--- config.mk ---
export PLATFORM = sky130hd
export DESIGN_NAME = lfit_regs
export DESIGN_NICKNAME = d
export VERILOG_FILES = /design/src/design/lfit_pkg.sv /design/src/design/lfit_regs.sv
export SDC_FILE = /design/constraint.sdc
export NUM_CORES = 1
export LEC_CHECK = 0
export BUFFER_PORTS_ARGS = -buffer_cell sky130_fd_sc_hd__buf_4
export CELL_PAD_IN_SITES_DETAIL_PLACEMENT = 0
export CELL_PAD_IN_SITES_GLOBAL_PLACEMENT = 2
export CORE_MARGIN = 2
export CORE_UTILIZATION = 39
export CTS_BUF_LIST = sky130_fd_sc_hd__clkbuf_16
export DETAILED_ROUTE_END_ITERATION = 16
export PLACE_DENSITY_LB_ADDON = 0.1
export SYNTH_ARGS = -nofsm -noshare
export SYNTH_HDL_FRONTEND = slang
export SYNTH_SLANG_ARGS = --single-unit
--- constraint.sdc ---
create_clock -name clk_sys -period 5.9 [get_ports clk_sys]
set_input_delay 1.77 -clock clk_sys [delete_from_list [all_inputs] [get_ports clk_sys]]
set_output_delay 1.77 -clock clk_sys [all_outputs]
set_load 0.05 [all_outputs]
--- src/design/lfit_pkg.sv ---
// Constants, register map and code tables for the flash/indicator timing block
package lfit_pkg;

    ////////////////////////////////////////////////////////////////////////////
    // Register offsets
    localparam logic [7:0] OFF_FLASH_TORCH_TIMING = 8'h0b;
    localparam logic [7:0] OFF_INDICATOR_RAMP_TIMING = 8'h0c;
    localparam logic [7:0] OFF_INDICATOR_ON_OFF_TIMING = 8'h0d;
    localparam logic [7:0] OFF_INDICATOR_CONTROL = 8'h0e;
    localparam logic [7:0] OFF_FAULT_FLAGS = 8'h0f;
    localparam logic [7:0] OFF_DEVICE_IDENTITY = 8'h10;
    localparam logic [7:0] OFF_INDICATOR_LEVEL_LOW = 8'h11;

    ////////////////////////////////////////////////////////////////////////////
    // Reset values
    localparam logic [7:0] RST_FLASH_TORCH_TIMING = 8'h1a;
    localparam logic [7:0] RST_INDICATOR_RAMP_TIMING = 8'h77;
    localparam logic [7:0] RST_INDICATOR_ON_OFF_TIMING = 8'h55;
    localparam logic [7:0] RST_INDICATOR_CONTROL = 8'h00;
    localparam logic [7:0] RST_FAULT_FLAGS = 8'h00;
    localparam logic [1:0] RST_INDICATOR_LEVEL_LOW = 2'h3;
    // Arbitrary neutral identity value
    localparam logic [7:0] DEVICE_IDENTITY_DEFAULT = 8'h5a;
    // Reserved bits of the level-low register read as ones
    localparam logic [5:0] LEVEL_LOW_RESERVED_BITS = 6'h3f;

    ////////////////////////////////////////////////////////////////////////////
    // Field positions
    localparam int HI_MSB = 7;
    localparam int HI_LSB = 4;
    localparam int LO_MSB = 3;
    localparam int LO_LSB = 0;
    localparam int CTL_SHAPE_BIT = 3;
    localparam int CTL_STATE_MSB = 2;
    localparam int CTL_STATE_LSB = 1;
    localparam int CTL_ENABLE_BIT = 0;
    localparam int FLG_FLASH_TIMEOUT = 7;
    localparam int FLG_INPUT_VOLTAGE_FLASH_MONITOR = 6;
    localparam int FLG_LED_SHORT = 2;
    localparam int FLG_THERMAL_SHUTDOWN = 1;
    localparam int FLG_UNDERVOLTAGE_LOCKOUT = 0;
    localparam logic [7:0] FLAGS_IMPL_MASK = 8'hc7;

    // Indicator state selections
    localparam logic [1:0] IND_STANDBY = 2'h0;
    localparam logic [1:0] IND_CONSTANT_ON = 2'h1;
    localparam logic [1:0] IND_BREATH_TO_STANDBY = 2'h2;
    localparam logic [1:0] IND_BREATH_TO_ON = 2'h3;

    ////////////////////////////////////////////////////////////////////////////
    // Timing
    localparam int CLK_PERIOD_NS = 10;
    localparam int MS_IN_NS = 1000000;
    localparam int CYCLES_PER_MS = MS_IN_NS / CLK_PERIOD_NS;
    localparam logic [7:0] LEVEL_FULL = 8'hff;
    localparam logic [12:0] RAMP_STEP = 13'h00ff;

    // Ramp code to milliseconds, shared by torch and indicator ramps
    function automatic logic [11:0] ramp_ms(input logic [3:0] code);
        case (code)
            4'h0: ramp_ms = 12'd0;
            4'h1: ramp_ms = 12'd1;
            4'h2: ramp_ms = 12'd32;
            4'h3: ramp_ms = 12'd64;
            4'h4: ramp_ms = 12'd128;
            4'h5: ramp_ms = 12'd256;
            4'h6: ramp_ms = 12'd384;
            4'h7: ramp_ms = 12'd512;
            4'h8: ramp_ms = 12'd768;
            4'h9: ramp_ms = 12'd1024;
            4'ha: ramp_ms = 12'd1280;
            4'hb: ramp_ms = 12'd1536;
            4'hc: ramp_ms = 12'd1792;
            default: ramp_ms = 12'd2048;
        endcase
    endfunction : ramp_ms

    // Indicator on/off code to milliseconds
    function automatic logic [12:0] on_off_ms(input logic [3:0] code);
        case (code)
            4'h0: on_off_ms = 13'd64;
            4'h1: on_off_ms = 13'd128;
            4'h2: on_off_ms = 13'd256;
            4'h3: on_off_ms = 13'd512;
            4'h4: on_off_ms = 13'd768;
            4'h5: on_off_ms = 13'd1024;
            4'h6: on_off_ms = 13'd1280;
            4'h7: on_off_ms = 13'd1536;
            4'h8: on_off_ms = 13'd1792;
            4'h9: on_off_ms = 13'd2048;
            4'ha: on_off_ms = 13'd2560;
            4'hb: on_off_ms = 13'd3072;
            4'hc: on_off_ms = 13'd3584;
            4'hd: on_off_ms = 13'd4096;
            4'he: on_off_ms = 13'd4608;
            default: on_off_ms = 13'd5120;
        endcase
    endfunction : on_off_ms

    // Flash time-out code to milliseconds; gap codes hold the 400 ms step
    function automatic logic [10:0] flash_timeout_ms(input logic [3:0] code);
        case (code)
            4'hd: flash_timeout_ms = 11'd1200;
            4'he: flash_timeout_ms = 11'd1400;
            4'hf: flash_timeout_ms = 11'd1600;
            4'ha, 4'hb, 4'hc: flash_timeout_ms = 11'd400;
            default: flash_timeout_ms = 11'((code + 11'd1) * 11'd40);
        endcase
    endfunction : flash_timeout_ms

endpackage : lfit_pkg

--- src/design/lfit_regs.sv ---
// Timing registers, fault flags and indicator breathing sequencer
//
// Operation
// - Torch ramp code in flash/torch timing bits 7:4; 0 none, 1 is 1 ms.
// - Torch ramp codes up to 1100 lengthen ramp; 1101-1111 give 2048 ms.
// - Flash time-out in bits 3:0; codes 0-9 give 40 to 400 ms.
// - Time-out codes 1101-1111 give 1200/1400/1600 ms; register resets 0x1a.
// - Indicator ramp-up in ramp timing bits 7:4, same table; reset 0x77.
// - Indicator ramp-down in bits 3:0, same table; 1101 upward is 2048 ms.
// - Indicator on-time in on/off bits 7:4, sixteen steps 64 to 5120 ms.
// - Indicator off-time in bits 3:0, same table; register resets 0x55.
// - Repeat count in control bits 7:4; zero means breathe forever.
// - Control bit 3 picks linear (0) or exponential (1) ramp shape.
// - Control bits 2:1 pick indicator state; bit 0 enables, reset 0.
// - Flags bit 7 flash time-out, bit 6 voltage monitor trip; reset 0.
// - Flags bit 2 LED short, bit 1 thermal shutdown, bit 0 undervoltage.
// - Read-only identity register at 0x10 returns a fixed code.
// - Register 0x11 holds two level bits, reserved upper bits, reset 0xff.
// - Strobe input acts on level when type bit is 0, edge when 1.
// - Register address advances by one after each data byte.
`timescale 1ns/1ps
`default_nettype none

module lfit_regs #(
    parameter int CYC_PER_MS = lfit_pkg::CYCLES_PER_MS,
    parameter logic [7:0] DEVICE_IDENTITY = lfit_pkg::DEVICE_IDENTITY_DEFAULT
) (
    // Clock, reset, enable
    input wire logic clk_sys,
    input wire logic resetn,
    input wire logic clk_en,
    input wire logic soft_reset,
    // Byte port from the serial engine
    input wire logic host_addr_load,
    input wire logic [7:0] host_addr,
    input wire logic host_wr_stb,
    input wire logic [7:0] host_wr_data,
    input wire logic host_rd_stb,
    output logic [7:0] host_rd_data_q,
    output logic host_rd_valid_q,
    // Fault conditions from analog, asynchronous
    input wire logic flash_timeout_cond,
    input wire logic input_voltage_flash_monitor_cond,
    input wire logic led_short_cond,
    input wire logic thermal_shutdown_cond,
    input wire logic undervoltage_lockout_cond,
    // Hardware strobe, asynchronous pin, and its type select
    input wire logic strobe_pin,
    input wire logic strobe_edge_mode,
    output logic strobe_trigger_q,
    // Decoded timing for the flash/torch current stage
    output logic [11:0] torch_ramp_ms_q,
    output logic [10:0] flash_timeout_ms_q,
    // Indicator drive
    output logic [7:0] ind_level_q,
    output logic [1:0] ind_level_low_q,
    output logic ind_breathing_q,
    output logic ind_breath_done_q
);

    if (CYC_PER_MS < 1 || CYC_PER_MS >= (1 << 17)) begin : g_bad_cyc
        $error("CYC_PER_MS out of range");
    end

    typedef enum logic [2:0] {B_IDLE, B_UP, B_ON, B_DOWN, B_OFF, B_HOLD} lfit_state_e;

    typedef struct packed {
        logic [7:0] ft;
        logic [7:0] rt;
        logic [7:0] oo;
        logic [7:0] ctl;
        logic [1:0] lvl_lo;
        logic [7:0] flags;
        logic [7:0] addr;
        logic [7:0] rd_data;
        logic rd_valid;
        logic [2:0] stb_sync;
        logic stb_lvl;
        logic stb_trig;
        logic [4:0] c1;
        logic [4:0] c2;
        logic [4:0] c3;
        logic [16:0] ms_cnt;
        logic ms_tick;
        lfit_state_e st;
        logic [12:0] ph_ms;
        logic [12:0] acc;
        logic [7:0] lin;
        logic [7:0] level;
        logic [3:0] cycles;
        logic done;
        logic [11:0] torch_ms;
        logic [10:0] fto_ms;
        logic breathing;
    } lfit_st_s;

    localparam logic [16:0] MS_LAST = 17'(CYC_PER_MS - 1);

    lfit_st_s st_q;
    lfit_st_s st_d;

    ////////////////////////////////////////////////////////////////////////////
    // Outputs straight from the state register
    assign host_rd_data_q = st_q.rd_data;
    assign host_rd_valid_q = st_q.rd_valid;
    assign strobe_trigger_q = st_q.stb_trig;
    assign torch_ramp_ms_q = st_q.torch_ms;
    assign flash_timeout_ms_q = st_q.fto_ms;
    assign ind_level_q = st_q.level;
    assign ind_level_low_q = st_q.lvl_lo;
    assign ind_breathing_q = st_q.breathing;
    assign ind_breath_done_q = st_q.done;

    // Reset image shared by the async and the software reset
    function automatic lfit_st_s reset_image();
        lfit_st_s r;
        r = '0;
        r.ft = lfit_pkg::RST_FLASH_TORCH_TIMING;
        r.rt = lfit_pkg::RST_INDICATOR_RAMP_TIMING;
        r.oo = lfit_pkg::RST_INDICATOR_ON_OFF_TIMING;
        r.ctl = lfit_pkg::RST_INDICATOR_CONTROL;
        r.flags = lfit_pkg::RST_FAULT_FLAGS;
        r.lvl_lo = lfit_pkg::RST_INDICATOR_LEVEL_LOW;
        r.st = B_IDLE;
        r.torch_ms = 12'd1;
        r.fto_ms = 11'd400;
        return r;
    endfunction : reset_image

    logic [7:0] rd_mux;
    logic [11:0] ramp_dur;
    logic [12:0] hold_dur;
    logic [12:0] ph_next;
    logic [7:0] set_bits;
    logic [15:0] sq;
    logic enable;
    logic [1:0] ind_mode;
    logic phase_end;
    logic cycle_last;

    ////////////////////////////////////////////////////////////////////////////
    // Next-state logic
    always_comb begin
        st_d = st_q;
        enable = st_q.ctl[lfit_pkg::CTL_ENABLE_BIT];
        ind_mode = st_q.ctl[lfit_pkg::CTL_STATE_MSB:lfit_pkg::CTL_STATE_LSB];

        // Read mux; unmapped offsets read zero
        case (st_q.addr)
            lfit_pkg::OFF_FLASH_TORCH_TIMING: rd_mux = st_q.ft;
            lfit_pkg::OFF_INDICATOR_RAMP_TIMING: rd_mux = st_q.rt;
            lfit_pkg::OFF_INDICATOR_ON_OFF_TIMING: rd_mux = st_q.oo;
            lfit_pkg::OFF_INDICATOR_CONTROL: rd_mux = st_q.ctl;
            lfit_pkg::OFF_FAULT_FLAGS: rd_mux = st_q.flags & lfit_pkg::FLAGS_IMPL_MASK;
            lfit_pkg::OFF_DEVICE_IDENTITY: rd_mux = DEVICE_IDENTITY;
            lfit_pkg::OFF_INDICATOR_LEVEL_LOW: rd_mux = {lfit_pkg::LEVEL_LOW_RESERVED_BITS, st_q.lvl_lo};
            default: rd_mux = 8'h00;
        endcase

        // Host byte port; address load wins over data in the same cycle
        st_d.rd_valid = 1'b0;
        if (host_addr_load) begin
            st_d.addr = host_addr;
        end else if (host_wr_stb) begin
            case (st_q.addr)
                lfit_pkg::OFF_FLASH_TORCH_TIMING: st_d.ft = host_wr_data;
                lfit_pkg::OFF_INDICATOR_RAMP_TIMING: st_d.rt = host_wr_data;
                lfit_pkg::OFF_INDICATOR_ON_OFF_TIMING: st_d.oo = host_wr_data;
                lfit_pkg::OFF_INDICATOR_CONTROL: st_d.ctl = host_wr_data;
                lfit_pkg::OFF_INDICATOR_LEVEL_LOW: st_d.lvl_lo = host_wr_data[1:0];
                default: st_d.addr = st_d.addr; // Read-only or unmapped: ignored
            endcase
            st_d.addr = st_q.addr + 8'h01;
        end else if (host_rd_stb) begin
            st_d.rd_data = rd_mux;
            st_d.rd_valid = 1'b1;
            st_d.addr = st_q.addr + 8'h01;
        end

        // Fault inputs: three stages, a level counts once stages two and three agree
        st_d.c1 = {flash_timeout_cond, input_voltage_flash_monitor_cond, led_short_cond,
                   thermal_shutdown_cond, undervoltage_lockout_cond};
        st_d.c2 = st_q.c1;
        st_d.c3 = st_q.c2;
        set_bits = 8'h00;
        set_bits[lfit_pkg::FLG_FLASH_TIMEOUT] = st_q.c2[4] & st_q.c3[4];
        set_bits[lfit_pkg::FLG_INPUT_VOLTAGE_FLASH_MONITOR] = st_q.c2[3] & st_q.c3[3];
        set_bits[lfit_pkg::FLG_LED_SHORT] = st_q.c2[2] & st_q.c3[2];
        set_bits[lfit_pkg::FLG_THERMAL_SHUTDOWN] = st_q.c2[1] & st_q.c3[1];
        set_bits[lfit_pkg::FLG_UNDERVOLTAGE_LOCKOUT] = st_q.c2[0] & st_q.c3[0];
        // Read clears, but a condition present in that cycle keeps its flag
        if (host_rd_stb && !host_addr_load && !host_wr_stb && st_q.addr == lfit_pkg::OFF_FAULT_FLAGS) begin
            st_d.flags = set_bits;
        end else begin
            st_d.flags = st_q.flags | set_bits;
        end

        // Strobe pin filter and trigger
        st_d.stb_sync = {st_q.stb_sync[1:0], strobe_pin};
        if (st_q.stb_sync[1] == st_q.stb_sync[2]) begin
            st_d.stb_lvl = st_q.stb_sync[2];
        end
        if (strobe_edge_mode) begin
            st_d.stb_trig = st_d.stb_lvl & ~st_q.stb_lvl;
        end else begin
            st_d.stb_trig = st_d.stb_lvl;
        end

        // Decoded flash/torch timing
        st_d.torch_ms = lfit_pkg::ramp_ms(st_q.ft[lfit_pkg::HI_MSB:lfit_pkg::HI_LSB]);
        st_d.fto_ms = lfit_pkg::flash_timeout_ms(st_q.ft[lfit_pkg::LO_MSB:lfit_pkg::LO_LSB]);

        // Millisecond time base
        st_d.ms_tick = 1'b0;
        if (st_q.ms_cnt >= MS_LAST) begin
            st_d.ms_cnt = 17'h00000;
            st_d.ms_tick = 1'b1;
        end else begin
            st_d.ms_cnt = st_q.ms_cnt + 17'h00001;
        end

        // Phase durations
        ramp_dur = 12'h000;
        hold_dur = 13'h0000;
        case (st_q.st)
            B_UP: ramp_dur = lfit_pkg::ramp_ms(st_q.rt[lfit_pkg::HI_MSB:lfit_pkg::HI_LSB]);
            B_DOWN: ramp_dur = lfit_pkg::ramp_ms(st_q.rt[lfit_pkg::LO_MSB:lfit_pkg::LO_LSB]);
            B_ON: hold_dur = lfit_pkg::on_off_ms(st_q.oo[lfit_pkg::HI_MSB:lfit_pkg::HI_LSB]);
            B_OFF: hold_dur = lfit_pkg::on_off_ms(st_q.oo[lfit_pkg::LO_MSB:lfit_pkg::LO_LSB]);
            default: hold_dur = 13'h0000;
        endcase
        ph_next = st_q.ph_ms + 13'h0001;
        if (st_q.st == B_UP || st_q.st == B_DOWN) begin
            phase_end = (ramp_dur == 12'h000) || (st_q.ms_tick && ph_next >= {1'b0, ramp_dur});
        end else begin
            phase_end = st_q.ms_tick && ph_next >= hold_dur;
        end
        cycle_last = (st_q.ctl[lfit_pkg::HI_MSB:lfit_pkg::HI_LSB] != 4'h0) &&
                     (st_q.cycles + 4'h1 >= st_q.ctl[lfit_pkg::HI_MSB:lfit_pkg::HI_LSB]);

        // Ramp stepping: one level step per cycle while the accumulator owes one
        if (st_q.ms_tick) begin
            st_d.ph_ms = ph_next;
            st_d.acc = st_q.acc + lfit_pkg::RAMP_STEP;
        end else if ((st_q.st == B_UP || st_q.st == B_DOWN) && ramp_dur != 12'h000 &&
                     st_q.acc >= {1'b0, ramp_dur}) begin
            st_d.acc = st_q.acc - {1'b0, ramp_dur};
            if (st_q.st == B_UP && st_q.lin != lfit_pkg::LEVEL_FULL) begin
                st_d.lin = st_q.lin + 8'h01;
            end else if (st_q.st == B_DOWN && st_q.lin != 8'h00) begin
                st_d.lin = st_q.lin - 8'h01;
            end
        end

        // Breath sequencer
        case (st_q.st)
            B_IDLE: begin
                st_d.lin = (enable && ind_mode == lfit_pkg::IND_CONSTANT_ON) ? lfit_pkg::LEVEL_FULL : 8'h00;
                if (enable && ind_mode[1] && !st_q.done) begin
                    st_d.st = B_UP;
                    st_d.ph_ms = 13'h0000;
                    st_d.acc = 13'h0000;
                    st_d.lin = 8'h00;
                    st_d.cycles = 4'h0;
                end
            end
            B_UP: if (phase_end) begin
                st_d.st = B_ON;
                st_d.ph_ms = 13'h0000;
                st_d.lin = lfit_pkg::LEVEL_FULL;
            end
            B_ON: if (phase_end) begin
                st_d.st = B_DOWN;
                st_d.ph_ms = 13'h0000;
                st_d.acc = 13'h0000;
            end
            B_DOWN: if (phase_end) begin
                st_d.st = B_OFF;
                st_d.ph_ms = 13'h0000;
                st_d.lin = 8'h00;
            end
            B_OFF: if (phase_end) begin
                st_d.ph_ms = 13'h0000;
                st_d.acc = 13'h0000;
                if (cycle_last) begin
                    st_d.done = 1'b1;
                    st_d.st = (ind_mode == lfit_pkg::IND_BREATH_TO_ON) ? B_HOLD : B_IDLE;
                    st_d.lin = (ind_mode == lfit_pkg::IND_BREATH_TO_ON) ? lfit_pkg::LEVEL_FULL : 8'h00;
                end else begin
                    st_d.st = B_UP;
                    st_d.cycles = st_q.cycles + 4'h1;
                end
            end
            B_HOLD: st_d.lin = lfit_pkg::LEVEL_FULL;
            default: st_d.st = B_IDLE;
        endcase

        // Leaving breath modes or disabling stops the sequence and rearms it
        if (!enable || !ind_mode[1]) begin
            st_d.st = B_IDLE;
            st_d.done = 1'b0;
            if (st_q.st != B_IDLE) begin
                st_d.lin = 8'h00;
            end
        end

        // Shape: square law stands in for the exponential curve, cheap and monotonic
        sq = st_q.lin * st_q.lin;
        if (st_q.ctl[lfit_pkg::CTL_SHAPE_BIT] && st_q.lin != lfit_pkg::LEVEL_FULL) begin
            st_d.level = sq[15:8];
        end else begin
            st_d.level = st_q.lin;
        end

        st_d.breathing = (st_d.st != B_IDLE) && (st_d.st != B_HOLD);
        if (soft_reset) begin
            st_d = reset_image();
        end
    end

    ////////////////////////////////////////////////////////////////////////////
    // State register; clock enable freezes everything
    always_ff @(posedge clk_sys or negedge resetn) begin
        if (!resetn) begin
            st_q <= reset_image();
        end else if (clk_en) begin
            st_q <= st_d;
        end
    end

endmodule : lfit_regs

`default_nettype wire

==> summary.txt <==
Floorplan
  • Num rows: 65
  • Ports: 75
  • Die ar.: 33000 um2
  • Core ar.: 31300 um2
  • Die width: 182 um
  • Die Y: 182 um
  • Initial core utilization: 0.393

Hold path
  • Min-Delay Path Class: reg2reg
  • Hold Crit Depth: 1
  • Worst Hold End: host_rd_data_q[7]
  • Min-delay src: host_rd_data_q[7]

Critical path
  • Reg2reg start: st_q[40]
  • Critical path peak fanout: 12
  • Crit Path Category: reg2reg
  • Setup crit start kind: register
  • Worst reg-to-reg path cell count: 19
  • Worst reg-to-reg setup slack: 810 ps
  • CP Capture Type: register
  • CP arrival: 5420 ps
  • Data required time of the critical path: 6240 ps
  • Critical R2R Capture: ind_level_q[7]

Clocking
  • Clock-pin slew on the worst setup and hold paths: 80 ps
  • H-Tree Depth: 4
  • CTS tree: built
  • CTS resizes: 0
  • Max Buffers Root-to-Sink: 2
  • Clk Tree Root Cell: clkbuf_16
  • Post-CTS Setup Bufs: 0
  • Clock tree sinks: 161
  • Total CTS buffers: 17
  • Worst skew pair latency: 450 ps
  • CTS Hold Bufs: 0

Route
  • Vias/cell: 5.62
  • Starting DRC count in detailed routing: 723
  • Antenna Nets Post-Route: 0
  • Total wire length: 34000 um
  • Via count: 10200
  • DR pass1 iterations: 5
  • Mean routed wirelength per cell: 18.7 um
  • DRC: 0

Placement
  • Post-detail-place hpwl: 24600 um
  • Buffers on Ports: 67
  • GPL Wtd Cong: 0.782
  • Placed cell area: 12900 um2

STA
  • Tmin final: 5090 ps
  • Layout Skew: 15.4 ps
  • Final period utilization: 0.862
  • Max Slew Vio Count: 0
  • Fin. Hold Viols: 0
  • Final setup vio count: 0
  • RSZ-0062 raised after global routing: no
  • F_max: 197 MHz
  • Slew headroom: 0.325
  • Least-Margin Pin Slew: 1010 ps
  • Setup TNS: 0 ps

Global routing
  • Grt ovf: 0
  • Vias in the first global route: 10100
  • First-pass GRT wire length: 55900 um
  • Largest net degree at the start of global routing: 84
  • Total GRT Usage: 0.214
  • Initial antenna violation count: 0

Status
  • Status: finished clean

Logic synthesis
  • Register area share after synthesis: 0.330
  • Cell with the most instances after synthesis: dfrtp_1
  • Number of synthesized flops with an enable pin: 0
  • Distinct cells, synth: 86
  • Predominant post-synthesis flop cell: dfrtp_1
  • #FFs+latches synth: 161
  • Yosys top cell area share: 0.289
  • Post-synth top area cell: dfrtp_1
  • Warnings, synthesis: 0
  • Top cells by count, synth: 142 x dfrtp_1, 128 x nand2_1, 106 x inv_1, 104 x ha_1, 102 x o21ai_0
  • Mapped Cells: 1402
  • Avg Inst Size Synth: 8.77 um2
  • Synth Cell Area: 12300 um2
  • Async SR Flop Fraction: 1.00
  • Top post-synthesis cells by area: dfrtp_1 29%, ha_1 11%, o21ai_0 4.2%

Job
  • Max-cap violations: 0

Cells and area
  • Net count, final: 1559
  • Area growth, synth to finish: 9.31%
  • Design area: 13400 um2
  • Ant. Diodes: 0
  • Layout cells sized above 1: 0.122

Pwr
  • Leakage power: 0.00618 uW
  • Pwr Total: 3020 uW
  • Pwr/cell area: 224 nW/um2
  • Peak VDD IR: 0.200 mV
[flip-flops by register name, indices dropped and copies added, names as in the netlist, 2 cells and up]
| name | cells |
|---|---|
| ind_mode | 2 |
| flash_timeout_ms_q | 8 |
| ind_level_low_q | 2 |
| ind_level_q | 8 |
| st_q | 120 |
| torch_ramp_ms_q | 8 |
| host_rd_data_q | 8 |
[worst max-delay path by stage]
stage | from | end | slack (ps) | depth (start not counted)
floorplan | st_q[39] | ind_level_q[7] | 1300 | 15
global route | st_q[40] | ind_level_q[7] | 390 | 19
finish | st_q[40] | ind_level_q[7] | 810 | 19
global placement | st_q[40] | ind_level_q[7] | 880 | 19
detailed placement | st_q[40] | ind_level_q[7] | 820 | 19
CTS | st_q[40] | ind_level_q[7] | 780 | 19
[kinds of logic after synthesis]
family | count (synthesis) | synth area share
simple gates | 447 | 0.182
compound gates | 374 | 0.204
buf+inv | 216 | 0.0800
flops | 161 | 0.330
fa+ha+maj | 129 | 0.146
xor+xnor | 40 | 0.0285
mux | 34 | 0.0293
other cells | 1 | 0.000305
[layout by cell type, fill, tap and decap left out, types with 17 or more instances in the layout]
cell,n
a31oi_1,22
xnor2_1,25
ha_1,104
nor2_1,97
nor2b_1,19
or3_1,21
a22o_1,19
a21oi_1,64
clkbuf_16,17
buf_4,78
inv_1,106
and3_1,20
a22oi_1,17
mux2i_1,18
dfstp_2,19
fa_1,25
nand3_1,43
dfrtp_1,142
nor3_1,29
o21ai_0,102
nand2_1,128
[area by class of cell]
type,count,area (um2)
clock inverter,15,149
inverter,109,409
clock buffer,17,425
sequential,161,4050
multi-input combinational,1031,7290
fill,3109,17900
timing repair buffer,80,617
tap,402,503
[worst max-delay path, cell delays in order (launching register included)]
cell and delay [ps]:
dfrtp_1 580, inv_1 210, nor2_1 250, fa_1 220, inv_1 50, fa_1 470
inv_1 40, ha_1 260, inv_1 50, fa_1 530, inv_1 40, ha_1 260
o21ai_0 80, a221oi_1 490, nand3_1 180, a31oi_1 410, o221a_2 300, a21oi_1 80
mux2i_1 120, a221o_1 330
[through the flow]
step	setup WS (ps)	util	hold slack, ps	std cells
after global placement	884	0.411	460	1783
after CTS	782	0.429	484	1815
after detailed placement	820	0.411	468	1783
final	812	0.429	481	1815
after global routing	390	0.429	506	1815
after floorplan	1300	-	449	1408
[layer usage]
| metal | up-vias | global-route usage | wire, um |
|---|---|---|---|
| met5 | - | 0 | 0 |
| met3 | 27 | 0.0319 | 982 |
| li1 | 4983 | - | - |
| met2 | 169 | 0.349 | 15900 |
| met4 | 0 | 0.0595 | 561 |
| met1 | 5016 | 0.296 | 16600 |
[power by group]
part           internal [uW]  switching (uW)  total (uW)
Sequential              1200             117        1310
Combinational            203             363         566
Clock                    594             544        1140
(Power assumes the default switching activity.)
